### src/pkg/payload_pkg.sv
// Constants, field layout and capture record of the payload encoder.
// Assumes nothing beyond a SystemVerilog compiler.
package payload_pkg;

  ////////////////////////////////////////////////////////////////////////
  // Payload geometry, bit offsets from the payload start
  localparam int unsigned PAYLOAD_W = 120;
  localparam int unsigned TS_OFS = 0;
  localparam int unsigned TS_W = 6;
  localparam int unsigned FS_OFS = 6;
  localparam int unsigned CAT_OFS = 8;
  localparam int unsigned EMG_OFS = 13;
  localparam int unsigned LAT_OFS = 16;
  localparam int unsigned LON_OFS = 40;
  localparam int unsigned POS_W = 24;
  localparam int unsigned GS_OFS = 64;
  localparam int unsigned GS_W = 8;
  localparam int unsigned ALT_OFS = 72;
  localparam int unsigned ALT_W = 14;
  localparam int unsigned VR_OFS = 86;
  localparam int unsigned VR_W = 9;
  localparam int unsigned TRK_OFS = 95;
  localparam int unsigned TRK_W = 9;
  localparam int unsigned SIL_OFS = 104;
  localparam int unsigned DAL_OFS = 106;
  localparam int unsigned NIC_OFS = 108;
  localparam int unsigned HPA_OFS = 112;
  localparam int unsigned VPA_OFS = 115;
  localparam int unsigned VEL_OFS = 117;
  localparam int unsigned RSV_OFS = 119;

  ////////////////////////////////////////////////////////////////////////
  // Code ranges and special values
  localparam int unsigned QCNT_W = 14;
  localparam int unsigned TS_MOD = 60;
  localparam logic [4:0] FS_MAX = 5'h02;
  localparam logic [4:0] CAT_MAX = 5'h0d;
  localparam logic [4:0] EMG_MAX = 5'h06;
  localparam logic [4:0] NIC_MAX = 5'h0c;
  localparam logic [23:0] POS_NOFIX = 24'hff_ffff;
  localparam logic [8:0] VR_ABSENT = 9'h100;

  ////////////////////////////////////////////////////////////////////////
  // Exponential coding: base widths, altitude offset, largest magnitudes
  localparam int unsigned GS_N = 6;
  localparam int unsigned VR_N = 6;
  localparam int unsigned ALT_N = 12;
  localparam int ALT_OFFSET_M = 320;
  localparam int unsigned GS_MAX = 952;
  localparam int unsigned VR_MAX = 952;
  localparam int unsigned ALT_MAX = 61432;

  ////////////////////////////////////////////////////////////////////////
  // Register map, reset values, latency
  localparam logic [7:0] REG_CTRL = 8'h00;
  localparam logic [7:0] REG_STATUS = 8'h04;
  localparam logic [7:0] REG_PAY0 = 8'h10;
  localparam logic [7:0] REG_PAY1 = 8'h14;
  localparam logic [7:0] REG_PAY2 = 8'h18;
  localparam logic [7:0] REG_PAY3 = 8'h1c;
  localparam int unsigned CTRL_EN_BIT = 0;
  localparam int unsigned CTRL_NOFIX_BIT = 1;
  localparam logic [1:0] CTRL_RESET = 2'h1;
  localparam int unsigned LATENCY = 2;

  // One captured navigation solution, already sanitised
  typedef struct packed {
    logic [5:0] ts;
    logic [1:0] fs;
    logic [4:0] cat;
    logic [2:0] emg;
    logic nofix;
    logic [23:0] lat;
    logic [23:0] lon;
    logic [15:0] gs;
    logic [16:0] alt;
    logic vr_neg;
    logic [15:0] vr_mag;
    logic vr_absent;
    logic [8:0] trk;
    logic [1:0] sil;
    logic [1:0] dal;
    logic [3:0] nic;
    logic [2:0] hpa;
    logic [1:0] vpa;
    logic [1:0] vel;
  } cap_t;

  // Replaces a code above its defined range by zero (undefined)
  function automatic logic [4:0] clip(input logic [4:0] v, input logic [4:0] max);
    return (v > max) ? 5'h00 : v;
  endfunction : clip

endpackage : payload_pkg

### src/hdl/timestamp_wrap.sv
// Folds the quarter-second count of the hour into the 6-bit timestamp.
// Assumes a count of quarter seconds since the full hour.
`timescale 1ns/10ps

module timestamp_wrap (
  // Count in
  input wire logic [payload_pkg::QCNT_W-1:0] quarter_count,
  // Timestamp out, 0 to 59
  output logic [payload_pkg::TS_W-1:0] ts
);
  import payload_pkg::*;

  // Modulo keeps codes 60 to 63 out
  assign ts = TS_W'(32'(quarter_count) % TS_MOD);

endmodule : timestamp_wrap

### src/hdl/exp_encoder.sv
// Exponential encoder: 2-bit exponent ahead of an N-bit base.
// Assumes an unsigned magnitude; the sign is handled by the caller.
`timescale 1ns/10ps

module exp_encoder #(
  parameter int unsigned N = 6,
  parameter int unsigned VW = 16
) (
  // Magnitude in
  input wire logic [VW-1:0] value,
  // Exponent and base out
  output logic [N+1:0] code
);
  import payload_pkg::*;

  // Largest magnitude the all-ones code decodes to
  localparam int unsigned MAXV = 8 * ((2 ** (N + 1)) - 1) - (2 ** N);

  // Pick the exponent, then the shifted offset from its range start
  always_comb begin
    int unsigned v;
    int unsigned s;
    logic [1:0] e;
    v = 32'(value);
    s = 0;
    e = 2'h0;
    for (int i = 1; i < 4; i++) begin
      if (v >= 32'((2 ** (N + i)) - (2 ** N))) begin
        e = 2'(i);
        s = 32'((2 ** (N + i)) - (2 ** N));
      end
    end
    if (v > MAXV) begin
      code = '1;
    end else begin
      code = {e, N'((v - s) >> e)};
    end
  end

endmodule : exp_encoder

### src/hdl/traffic_payload_encoder.sv
// Conspicuity payload encoder with a classic Wishbone register slave.
// Assumes a navigation source and a Wishbone master on the same clock.
`timescale 1ns/10ps

////////////////////////////////////////////////////////////////////////////
module traffic_payload_encoder (
  // Clock and reset
  input wire logic clock,
  input wire logic srst,
  // Navigation strobe and fields
  input wire logic nav_valid,
  input wire logic [payload_pkg::QCNT_W-1:0] quarter_count,
  input wire logic [1:0] flight_state,
  input wire logic [4:0] category,
  input wire logic [2:0] emergency,
  input wire logic fix_valid,
  input wire logic signed [23:0] latitude,
  input wire logic signed [23:0] longitude,
  input wire logic [15:0] ground_speed,
  input wire logic signed [16:0] altitude,
  input wire logic signed [15:0] vertical_rate,
  input wire logic vrate_absent,
  input wire logic [15:0] ground_track,
  input wire logic [1:0] source_integrity,
  input wire logic [1:0] design_assurance,
  input wire logic [3:0] nav_integrity,
  input wire logic [2:0] horiz_accuracy,
  input wire logic [1:0] vert_accuracy,
  input wire logic [1:0] velocity_accuracy,
  // Packed payload
  output logic [payload_pkg::PAYLOAD_W-1:0] payload,
  output logic payload_valid,
  // Wishbone slave
  input wire logic wb_cyc,
  input wire logic wb_stb,
  input wire logic wb_we,
  input wire logic [7:0] wb_adr,
  input wire logic [3:0] wb_sel,
  input wire logic [31:0] wb_dat_w,
  output logic [31:0] wb_dat_r,
  output logic wb_ack
);
  import payload_pkg::*;

  cap_t cap_d;
  cap_t cap_q;
  logic load_d;
  logic load_q;
  logic [PAYLOAD_W-1:0] payload_d;
  logic [PAYLOAD_W-1:0] payload_q;
  logic valid_d;
  logic valid_q;
  logic [15:0] count_d;
  logic [15:0] count_q;
  logic [1:0] ctrl_d;
  logic [1:0] ctrl_q;
  logic ack_d;
  logic ack_q;
  logic [31:0] rdata_d;
  logic [31:0] rdata_q;
  logic accept;
  logic [TS_W-1:0] ts_now;
  logic [16:0] alt_mag;
  logic [GS_W-1:0] gs_code;
  logic [ALT_W-1:0] alt_code;
  logic [VR_W-2:0] vr_code;

  ////////////////////////////////////////////////////////////////////////
  // Timestamp and encoders

  timestamp_wrap u_ts (
    .quarter_count(quarter_count),
    .ts(ts_now)
  );

  exp_encoder #(.N(GS_N), .VW(16)) u_gs (
    .value(cap_q.gs),
    .code(gs_code)
  );

  exp_encoder #(.N(ALT_N), .VW(17)) u_alt (
    .value(cap_q.alt),
    .code(alt_code)
  );

  exp_encoder #(.N(VR_N), .VW(16)) u_vr (
    .value(cap_q.vr_mag),
    .code(vr_code)
  );

  // Altitude shifted by the offset, negatives beyond it pinned to zero
  always_comb begin
    int a;
    a = int'(altitude) + ALT_OFFSET_M;
    alt_mag = (a < 0) ? 17'h0_0000 : 17'(a);
  end

  ////////////////////////////////////////////////////////////////////////
  // Capture stage: freeze the solution at its strobe

  assign accept = nav_valid && ctrl_q[CTRL_EN_BIT];

  // Sanitised fields latched only on an accepted strobe
  always_comb begin
    cap_d = cap_q;
    load_d = accept;
    if (accept) begin
      cap_d.ts = ts_now;
      cap_d.fs = 2'(clip(5'(flight_state), FS_MAX));
      cap_d.cat = clip(category, CAT_MAX);
      cap_d.emg = 3'(clip(5'(emergency), EMG_MAX));
      cap_d.nofix = !fix_valid || ctrl_q[CTRL_NOFIX_BIT];
      cap_d.lat = latitude;
      cap_d.lon = longitude;
      cap_d.gs = ground_speed;
      cap_d.alt = alt_mag;
      cap_d.vr_neg = (vertical_rate < 0);
      cap_d.vr_mag = vertical_rate[15] ? 16'(-int'(vertical_rate)) : 16'(vertical_rate);
      cap_d.vr_absent = vrate_absent;
      cap_d.trk = ground_track[8:0];
      cap_d.sil = source_integrity;
      cap_d.dal = design_assurance;
      cap_d.nic = 4'(clip(5'(nav_integrity), NIC_MAX));
      cap_d.hpa = horiz_accuracy;
      cap_d.vpa = vert_accuracy;
      cap_d.vel = velocity_accuracy;
    end
  end

  // Capture registers
  always_ff @(posedge clock) begin
    if (srst) begin
      cap_q <= '0;
      load_q <= 1'b0;
    end else begin
      cap_q <= cap_d;
      load_q <= load_d;
    end
  end

  ////////////////////////////////////////////////////////////////////////
  // Packing stage: one payload per captured solution

  always_comb begin
    payload_d = payload_q;
    valid_d = 1'b0;
    count_d = count_q;
    if (load_q) begin
      valid_d = 1'b1;
      count_d = count_q + 16'h0001;
      payload_d = '0;
      payload_d[TS_OFS +: TS_W] = cap_q.ts;
      payload_d[FS_OFS +: 2] = cap_q.fs;
      payload_d[CAT_OFS +: 5] = cap_q.cat;
      payload_d[EMG_OFS +: 3] = cap_q.emg;
      payload_d[LAT_OFS +: POS_W] = cap_q.nofix ? POS_NOFIX : cap_q.lat;
      payload_d[LON_OFS +: POS_W] = cap_q.nofix ? POS_NOFIX : cap_q.lon;
      payload_d[GS_OFS +: GS_W] = gs_code;
      payload_d[ALT_OFS +: ALT_W] = alt_code;
      if (cap_q.vr_absent) begin
        payload_d[VR_OFS +: VR_W] = VR_ABSENT;
      end else begin
        payload_d[VR_OFS +: VR_W] = {cap_q.vr_neg, vr_code};
      end
      payload_d[TRK_OFS +: TRK_W] = cap_q.trk;
      payload_d[SIL_OFS +: 2] = cap_q.sil;
      payload_d[DAL_OFS +: 2] = cap_q.dal;
      payload_d[NIC_OFS +: 4] = cap_q.nic;
      payload_d[HPA_OFS +: 3] = cap_q.hpa;
      payload_d[VPA_OFS +: 2] = cap_q.vpa;
      payload_d[VEL_OFS +: 2] = cap_q.vel;
      payload_d[RSV_OFS] = 1'b0;
    end
  end

  // Payload registers
  always_ff @(posedge clock) begin
    if (srst) begin
      payload_q <= '0;
      valid_q <= 1'b0;
      count_q <= 16'h0000;
    end else begin
      payload_q <= payload_d;
      valid_q <= valid_d;
      count_q <= count_d;
    end
  end

  assign payload = payload_q;
  assign payload_valid = valid_q;

  ////////////////////////////////////////////////////////////////////////
  // Wishbone slave: ack one cycle after the request

  always_comb begin
    ack_d = wb_cyc && wb_stb && !ack_q;
    rdata_d = rdata_q;
    ctrl_d = ctrl_q;
    if (ack_d) begin
      case (wb_adr)
        REG_CTRL: rdata_d = {30'h0000_0000, ctrl_q};
        REG_STATUS: rdata_d = {10'h000, cap_q.ts, count_q};
        REG_PAY0: rdata_d = payload_q[31:0];
        REG_PAY1: rdata_d = payload_q[63:32];
        REG_PAY2: rdata_d = payload_q[95:64];
        REG_PAY3: rdata_d = {8'h00, payload_q[119:96]};
        default: rdata_d = 32'h0000_0000;
      endcase
    end
    // Write lands at the edge the master sees ack
    if (wb_cyc && wb_stb && ack_q && wb_we && wb_sel[0] && wb_adr == REG_CTRL) begin
      ctrl_d = wb_dat_w[1:0];
    end
  end

  // Bus registers
  always_ff @(posedge clock) begin
    if (srst) begin
      ack_q <= 1'b0;
      rdata_q <= 32'h0000_0000;
      ctrl_q <= CTRL_RESET;
    end else begin
      ack_q <= ack_d;
      rdata_q <= rdata_d;
      ctrl_q <= ctrl_d;
    end
  end

  assign wb_ack = ack_q;
  assign wb_dat_r = rdata_q;

  ////////////////////////////////////////////////////////////////////////
  // Checks

  // Decoded magnitude of an exponential code
  function automatic int unsigned exp_dec(input logic [13:0] c, input int unsigned n);
    int unsigned e;
    int unsigned b;
    e = 32'(c >> n) & 32'h0000_0003;
    b = 32'(c) & ((32'h0000_0001 << n) - 1);
    return ((2 ** e) * ((2 ** n) + b)) - (2 ** n);
  endfunction : exp_dec
endmodule : traffic_payload_encoder

### config.mk
export PLATFORM = sky130hd
export DESIGN_NAME = traffic_payload_encoder
export DESIGN_NICKNAME = d
export VERILOG_FILES = /design/src/pkg/payload_pkg.sv /design/src/hdl/timestamp_wrap.sv /design/src/hdl/exp_encoder.sv /design/src/hdl/traffic_payload_encoder.sv
export SDC_FILE = /design/constraint.sdc
export NUM_CORES = 1
export LEC_CHECK = 0
export CAP_MARGIN = 20
export CORE_UTILIZATION = 70
export CTS_BUF_LIST = sky130_fd_sc_hd__clkbuf_8
export CTS_CLUSTER_DIAMETER = 150
export DETAILED_ROUTE_END_ITERATION = 8
export DONT_BUFFER_PORTS = 1
export PLACE_DENSITY = 0.86
export SETUP_SLACK_MARGIN = 0.05
export SYNTH_ARGS = -nofsm -noshare
export SYNTH_HDL_FRONTEND = slang
export SYNTH_SLANG_ARGS = --single-unit
### constraint.sdc
create_clock -name clock -period 7.7 [get_ports clock]
set_input_delay 1.54 -clock clock [delete_from_list [all_inputs] [get_ports clock]]
set_output_delay 1.54 -clock clock [all_outputs]
set_load 0.01 [all_outputs]
### Word-level counts from Yosys, hierarchy flattened

Index checks and enable logic that the tools add are counted.
Widths: inputs -> output; s select.

* RAM bits: 0
* bits in read-only memories: 0
* output and inout bits: 154
* input port bits: 204
* memories: 0
* logic and storage cells: 102
* latch bits: 0
* register bits after elaboration: 312

* reductions and logical operators: 11
* mux-type cells: 32
* order comparisons: 18
* bitwise logic cells: 0
* div/mod/pow operators: 1
* $add $sub $neg: 6
* eq/ne operators: 5
* shifts and indexed selects: 3
* multipliers: 0

Operators by type and width (count)
* $pmux 32 s6: 1
* $shr 32x2->6: 2
* $mux 24: 2
* $sub 16x9->17: 2
* $eq 8x5->1 const B: 4
* $ge 16x7->1 const B: 2
* $ge 16x8->1 const B: 2
* $ge 16x9->1 const B: 2
* $gt 16x10->1 const B: 2
* $mod 14x6->32 const B: 1
* $mux 8: 4
* $shr 32x2->12: 1
* $mux 14: 2
* $mux 9: 3
* $add 17x10->18 const B: 1
* $lt 18x1->1 const B: 1
* $sub 17x15->18: 1
* $ge 17x13->1 const B: 1
* $ge 17x14->1 const B: 1
* $ge 17x15->1 const B: 1
* $gt 17x16->1 const B: 1
* $mux 17: 1
* $add 16x1->16 const B: 1
* $lt 16x1->1 const B: 1
* 19 further kinds: 36

### Logic depth before layout (Yosys ltp)

* depth after elaboration: 8
* mapped depth: 17

### Hierarchy

A second synthesis with hierarchy kept.

* cell total of the unflattened synthesis: 1803
* area total of the unflattened synthesis: 14956.8 um^2

By module, submodules not included
* traffic_payload_encoder: area an instance 12134.1 um^2, instances 1, cells each 1392
* timestamp_wrap: area an instance 1346.3 um^2, instances 1, cells each 195
* exp_encoder (u_alt): area an instance 758.2 um^2, instances 1, cells each 118
* exp_encoder (u_gs ...): area an instance 359.1 um^2, instances 2, cells each 49

### Worst setup path before layout

OpenSTA, ideal clock, no wires.

* kind: input to register
* start: input quarter_count[10] in the netlist's numbering
* end: register cap_q[139] in the netlist's numbering
* stages on the path: 16
* path buffers: 0
* arrival time: 5145 ps
* slack: 2476 ps
* cells stage by stage: and3_4 ha_1 nor2b_1 a211oi_4 o2111a_2 nor2_4 mux2_2 and3_1 a211o_1 o221ai_1 a22o_1 nand2_2 a21o_1 o22a_1 or3_1 a211oi_2

* word-level cells in the longest chain between the ends: 1

RTL lines
* start: declaration: line traffic_payload_encoder.sv:12 `input wire logic [payload_pkg::QCNT_W-1:0] quarter_count,`
* $mod 14x6->32: line timestamp_wrap.sv:14 `assign ts = TS_W'(32'(quarter_count) % TS_MOD);`
* end signal: assignment: line traffic_payload_encoder.sv:136 `cap_q <= cap_d;`
* end: declaration: line traffic_payload_encoder.sv:46 `cap_t cap_q;`

Every way passes these cells.
A chain may end at the register's enable or synchronous reset.

### Worst setup path in the final report

Same ends and word-level chain as after synthesis.

==> impl_summary.txt <==
----------------------------------------------------
[Outcome]
  Outcome ... finished clean

[Placement]
  Global placer's final weighted congestion ... 0.903
  Number of placed instances, taps included ... 1970
  Post-detailed-placement half-perimeter wirelength ... 29600 um
  Instance area at placement ... 14600 um^2
  Worst setup timing slack at the placement stage ... 1.79 ns
  Count of input and output buffers ... 0

[Timing]
  Number of slew-limit violations in the final report ... 0
  Post-Route Hold Slack ... 0.451 ns
  Setup Viol. Count Final ... 0
  Slew HR ... 0.314
  Minimum setup slack in the final design ... 2.23 ns
  Count of endpoints failing hold in the final timing report ... 0
  Peak Freq ... 0.183 GHz
  Sum of negative setup slack ... 0 ns
  Worst setup skew after layout ... 0.0364 ns
  Share of the cycle needed by the critical path after routing ... 0.710
  Setup repair after global routing missed its margin ... false
  Worst-margin pin slew ... 1.03 ns
  Post-layout minimum cycle time ... 5.47 ns

[Routing]
  Wirelength, routed ... 42600 um
  Routed length on met2 ... 19100 um
  Wire per inst ... 20.7 um
  Detailed-route wire length on metal 1 ... 16600 um
  Via density per instance ... 6.46
  Drt first pass iters ... 7
  Antenna Violating Nets Remaining ... 0
  WL met3 ... 5220 um
  DRC viols ... 0
  Vias after detailed routing ... 13300
  Top Metal Used ... met4
  Number of violations reported at the end of detailed-routing iteration 0 ... 1040

[Layout]
  Final-layout fill cell count ... 1532
  Register area ... 6250 um^2
  Final instance area ... 15700 um^2
  Area growth syn-to-layout ... 5.80%
  Area occupied by multi-input gates ... 7910 um^2
  Fraction of layout cells with a size suffix above 1 ... 0.0692
  Final-stage net count ... 1967
  Non-filler cells, final ... 2063

[Floorplan]
  Core Rows ... 52
  Die width ... 147 um
  Total Die Area ... 21700 um^2
  Core outline area ... 20500 um^2
  Initial Utilization ... 0.722
  Die height ... 147 um
  Top-level I/O count ... 358

[Critical path]
  Internal reg-to-reg setup slack ... 4.02 ns
  Max FO, Critical Path ... 16
  Data arrival time of the critical path ... 5.95 ns
  Endpoint of the lowest-slack register-to-register path ... payload[91]$_SDFFE_PP0P_
  Worst setup path startpoint ... quarter_count[10]
  Data required time at the worst endpoint ... 8.18 ns
  Number of cell instances on the worst register-to-register path ... 12
  Max incr delay on CP ... 0.51 ns
  Crit path buffers/inverters ... 0
  Critical path's most frequent cell ... a211oi_2
  Worst reg2reg path startpoint ... cap_q[36]$_SDFFE_PP0P_
  Crit path cell chain ... and3_4 > ha_1 > nor2b_1 > a211oi_4 > nor2_1 > o31ai_1 > mux2_2 > o41ai_4 > nand2_1 > a211o_1 > o21ai_1 > o2111ai_1 > nor3_1 > a211oi_2 > or3_1 > a211oi_2
  Library cell contributing the largest single delay on the critical path ... nor2_1
  Critical path start-end classification ... input pin to register
  Worst Setup EP ... cap_q[139]$_SDFFE_PP0P_
  Top Family by Delay on Critical Path ... simple AND/OR/NAND/NOR gates
  Instance count on the critical path ... 16
  Nature of the critical path startpoint ... input pin
  Crit end category ... register

[Clocking]
  # hold bufs at CTS ... 0
  Maximum count of clock buffers along a single path ... 3
  Number of buffers inserted during clock tree synthesis ... 49
  Clock slew at the register clock pins of the worst setup and hold paths ... 0.06 ns
  Resized Gates After CTS ... 0
  Number of post-CTS setup repair buffers ... 0
  Number of clock sinks seen by CTS ... 312
  Clock tree from TritonCTS ... built
  Clock insertion delay at the later pin of the skew report ... 0.58 ns
  CTS H-tree depth ... 2
  Root Buffer Master ... clkbuf_8

[Pwr]
  Reported leakage power ... 0.00609 uW
  Maximum vdd drop ... 0.184 mV
  Power density over the cells ... 235 nW/um^2

[Worst hold path]
  Hold WC Path Type ... register to register

[Logic synthesis]
  Synth Warn # ... 0
  Dominant synthesized flop cell ... dfxtp_1
  Synthesized cell area ... 14800 um^2
  Fraction of post-synthesis cell area in the top cell type by area ... 0.422
  Most common library cells after synthesis ... 312 x dfxtp_1, 311 x nand2_1, 237 x nor2_1
  Library cell occupying the most area in the post-synthesis netlist ... dfxtp_1
  Number of unique standard cell types used by synthesis ... 92
  Synthesized flop and latch total ... 312
  Most repeated cell in the gate-level netlist after synthesis ... dfxtp_1
  Share of synthesized area occupied by flip-flops and latches ... 0.422
  Synthesized instance count ... 1836
  Number of flops mapped to enable cells by yosys ... 0
  Async S/R FF share, synth ... 0
  Mean post-synth cell area ... 8.06 um^2
  Syn_nets ... 2050
  Area contributors post-synth ... dfxtp_1 42%, nand2_1 7.9%, mux2i_1 6.9%, nor2_1 6.0%, a21oi_1 5.5%

[GRT]
  Vias in the first global route ... 12100
  Congestion Overflow GR ... 0
  Antenna violations before repair ... 1
  Wire length of the first global-routing pass ... 65100 um
  GRT Util Overall ... 0.377
  Largest net degree at the start of global routing ... 311

[Flow run]
  Max_cap viols ... 0

----------------------------------------------------
## state kept, by name, summed over array words and instances (netlist names)
register and flops:
cap_q 140, count_q 16, ctrl_q 2, load_q 1, payload 119, payload_valid 1
wb_ack 1, wb_dat_r 32
## tightest hold or removal path, stage by stage, from the launching register on
cell	delay, ns
dfxtp_1	0.31
nand2_1	0.05
a21oi_1	0.05
## per-stage QoR
stage | utilization | power (uW)
after global routing | 0.764 | 3830
after detailed placement | 0.714 | 2300
final | 0.764 | 3690
after floorplan | - | 2220
after CTS | 0.763 | 3680
after global placement | 0.714 | 2280
## placed cells by master (no fill, tap or decap), drive strengths merged, types with 5 or more instances in the layout
cell type and instances:
nand2 313, buf 9, o21ai 66, nor4 5, clkbuf 64, nand3b 6, a22o 42, o22ai 51
nand4 12, or3 11, xnor2 19, inv 41, and3 11, nor2 239, a211oi 20, nand2b 9
nor2b 15, or2 7, a22oi 44, and2 10, a221oi 7, mux2i 103, o211ai 7, xor2 24
nor3 33, dfxtp 312, a211o 5, a31oi 12, o31ai 5, nand3 42, ha 7, a21oi 163
## kinds of logic after synthesis
group | share of synthesized area
flops | 0.422
fa+ha+maj | 0.0106
simple gates | 0.214
compound gates | 0.206
mux | 0.0760
xor+xnor | 0.0254
buf+inv | 0.0455
other cells | 0.000253
## worst min-delay path by stage
stage | slack [ns] | from | depth (start not counted) | endpoint
6_report | 0.45 | cap_q[39]$_SDFFE_PP0P_ | 2 | cap_q[39]$_SDFFE_PP0P_
2_1_floorplan | 0.43 | cap_q[131]$_SDFFE_PP0P_ | 1 | cap_q[131]$_SDFFE_PP0P_
5_1_grt | 0.47 | cap_q[6]$_SDFFE_PP0P_ | 2 | cap_q[6]$_SDFFE_PP0P_
3_3_place_gp | 0.44 | cap_q[9]$_SDFFE_PP0P_ | 2 | cap_q[9]$_SDFFE_PP0P_
4_1_cts | 0.45 | cap_q[39]$_SDFFE_PP0P_ | 2 | cap_q[39]$_SDFFE_PP0P_
3_5_place_dp | 0.44 | cap_q[39]$_SDFFE_PP0P_ | 2 | cap_q[39]$_SDFFE_PP0P_
## where the power goes
group          internal, uW  switching (uW)  leakage [uW]
logic                   198             267       0.00295
clock network           768             643      0.000583
registers              1700             117       0.00255
## routing by layer
metal  vias to the layer above  track usage
met4                         0        0.155
met5                         -            0
met2                       677        0.584
met3                       115        0.123
li1                       6293            -
met1                      6247        0.485
## area by class of cell
type,instances,area share
clock buffer,63,0.0554
sequential,312,0.399
timing repair buffer,10,0.00479
tap,270,0.0216
antenna,2,0.000319
clock inverter,26,0.00927
multi-input combinational,1359,0.505
inverter,21,0.00503
No activity file was read; power rests on OpenSTA's default activity.
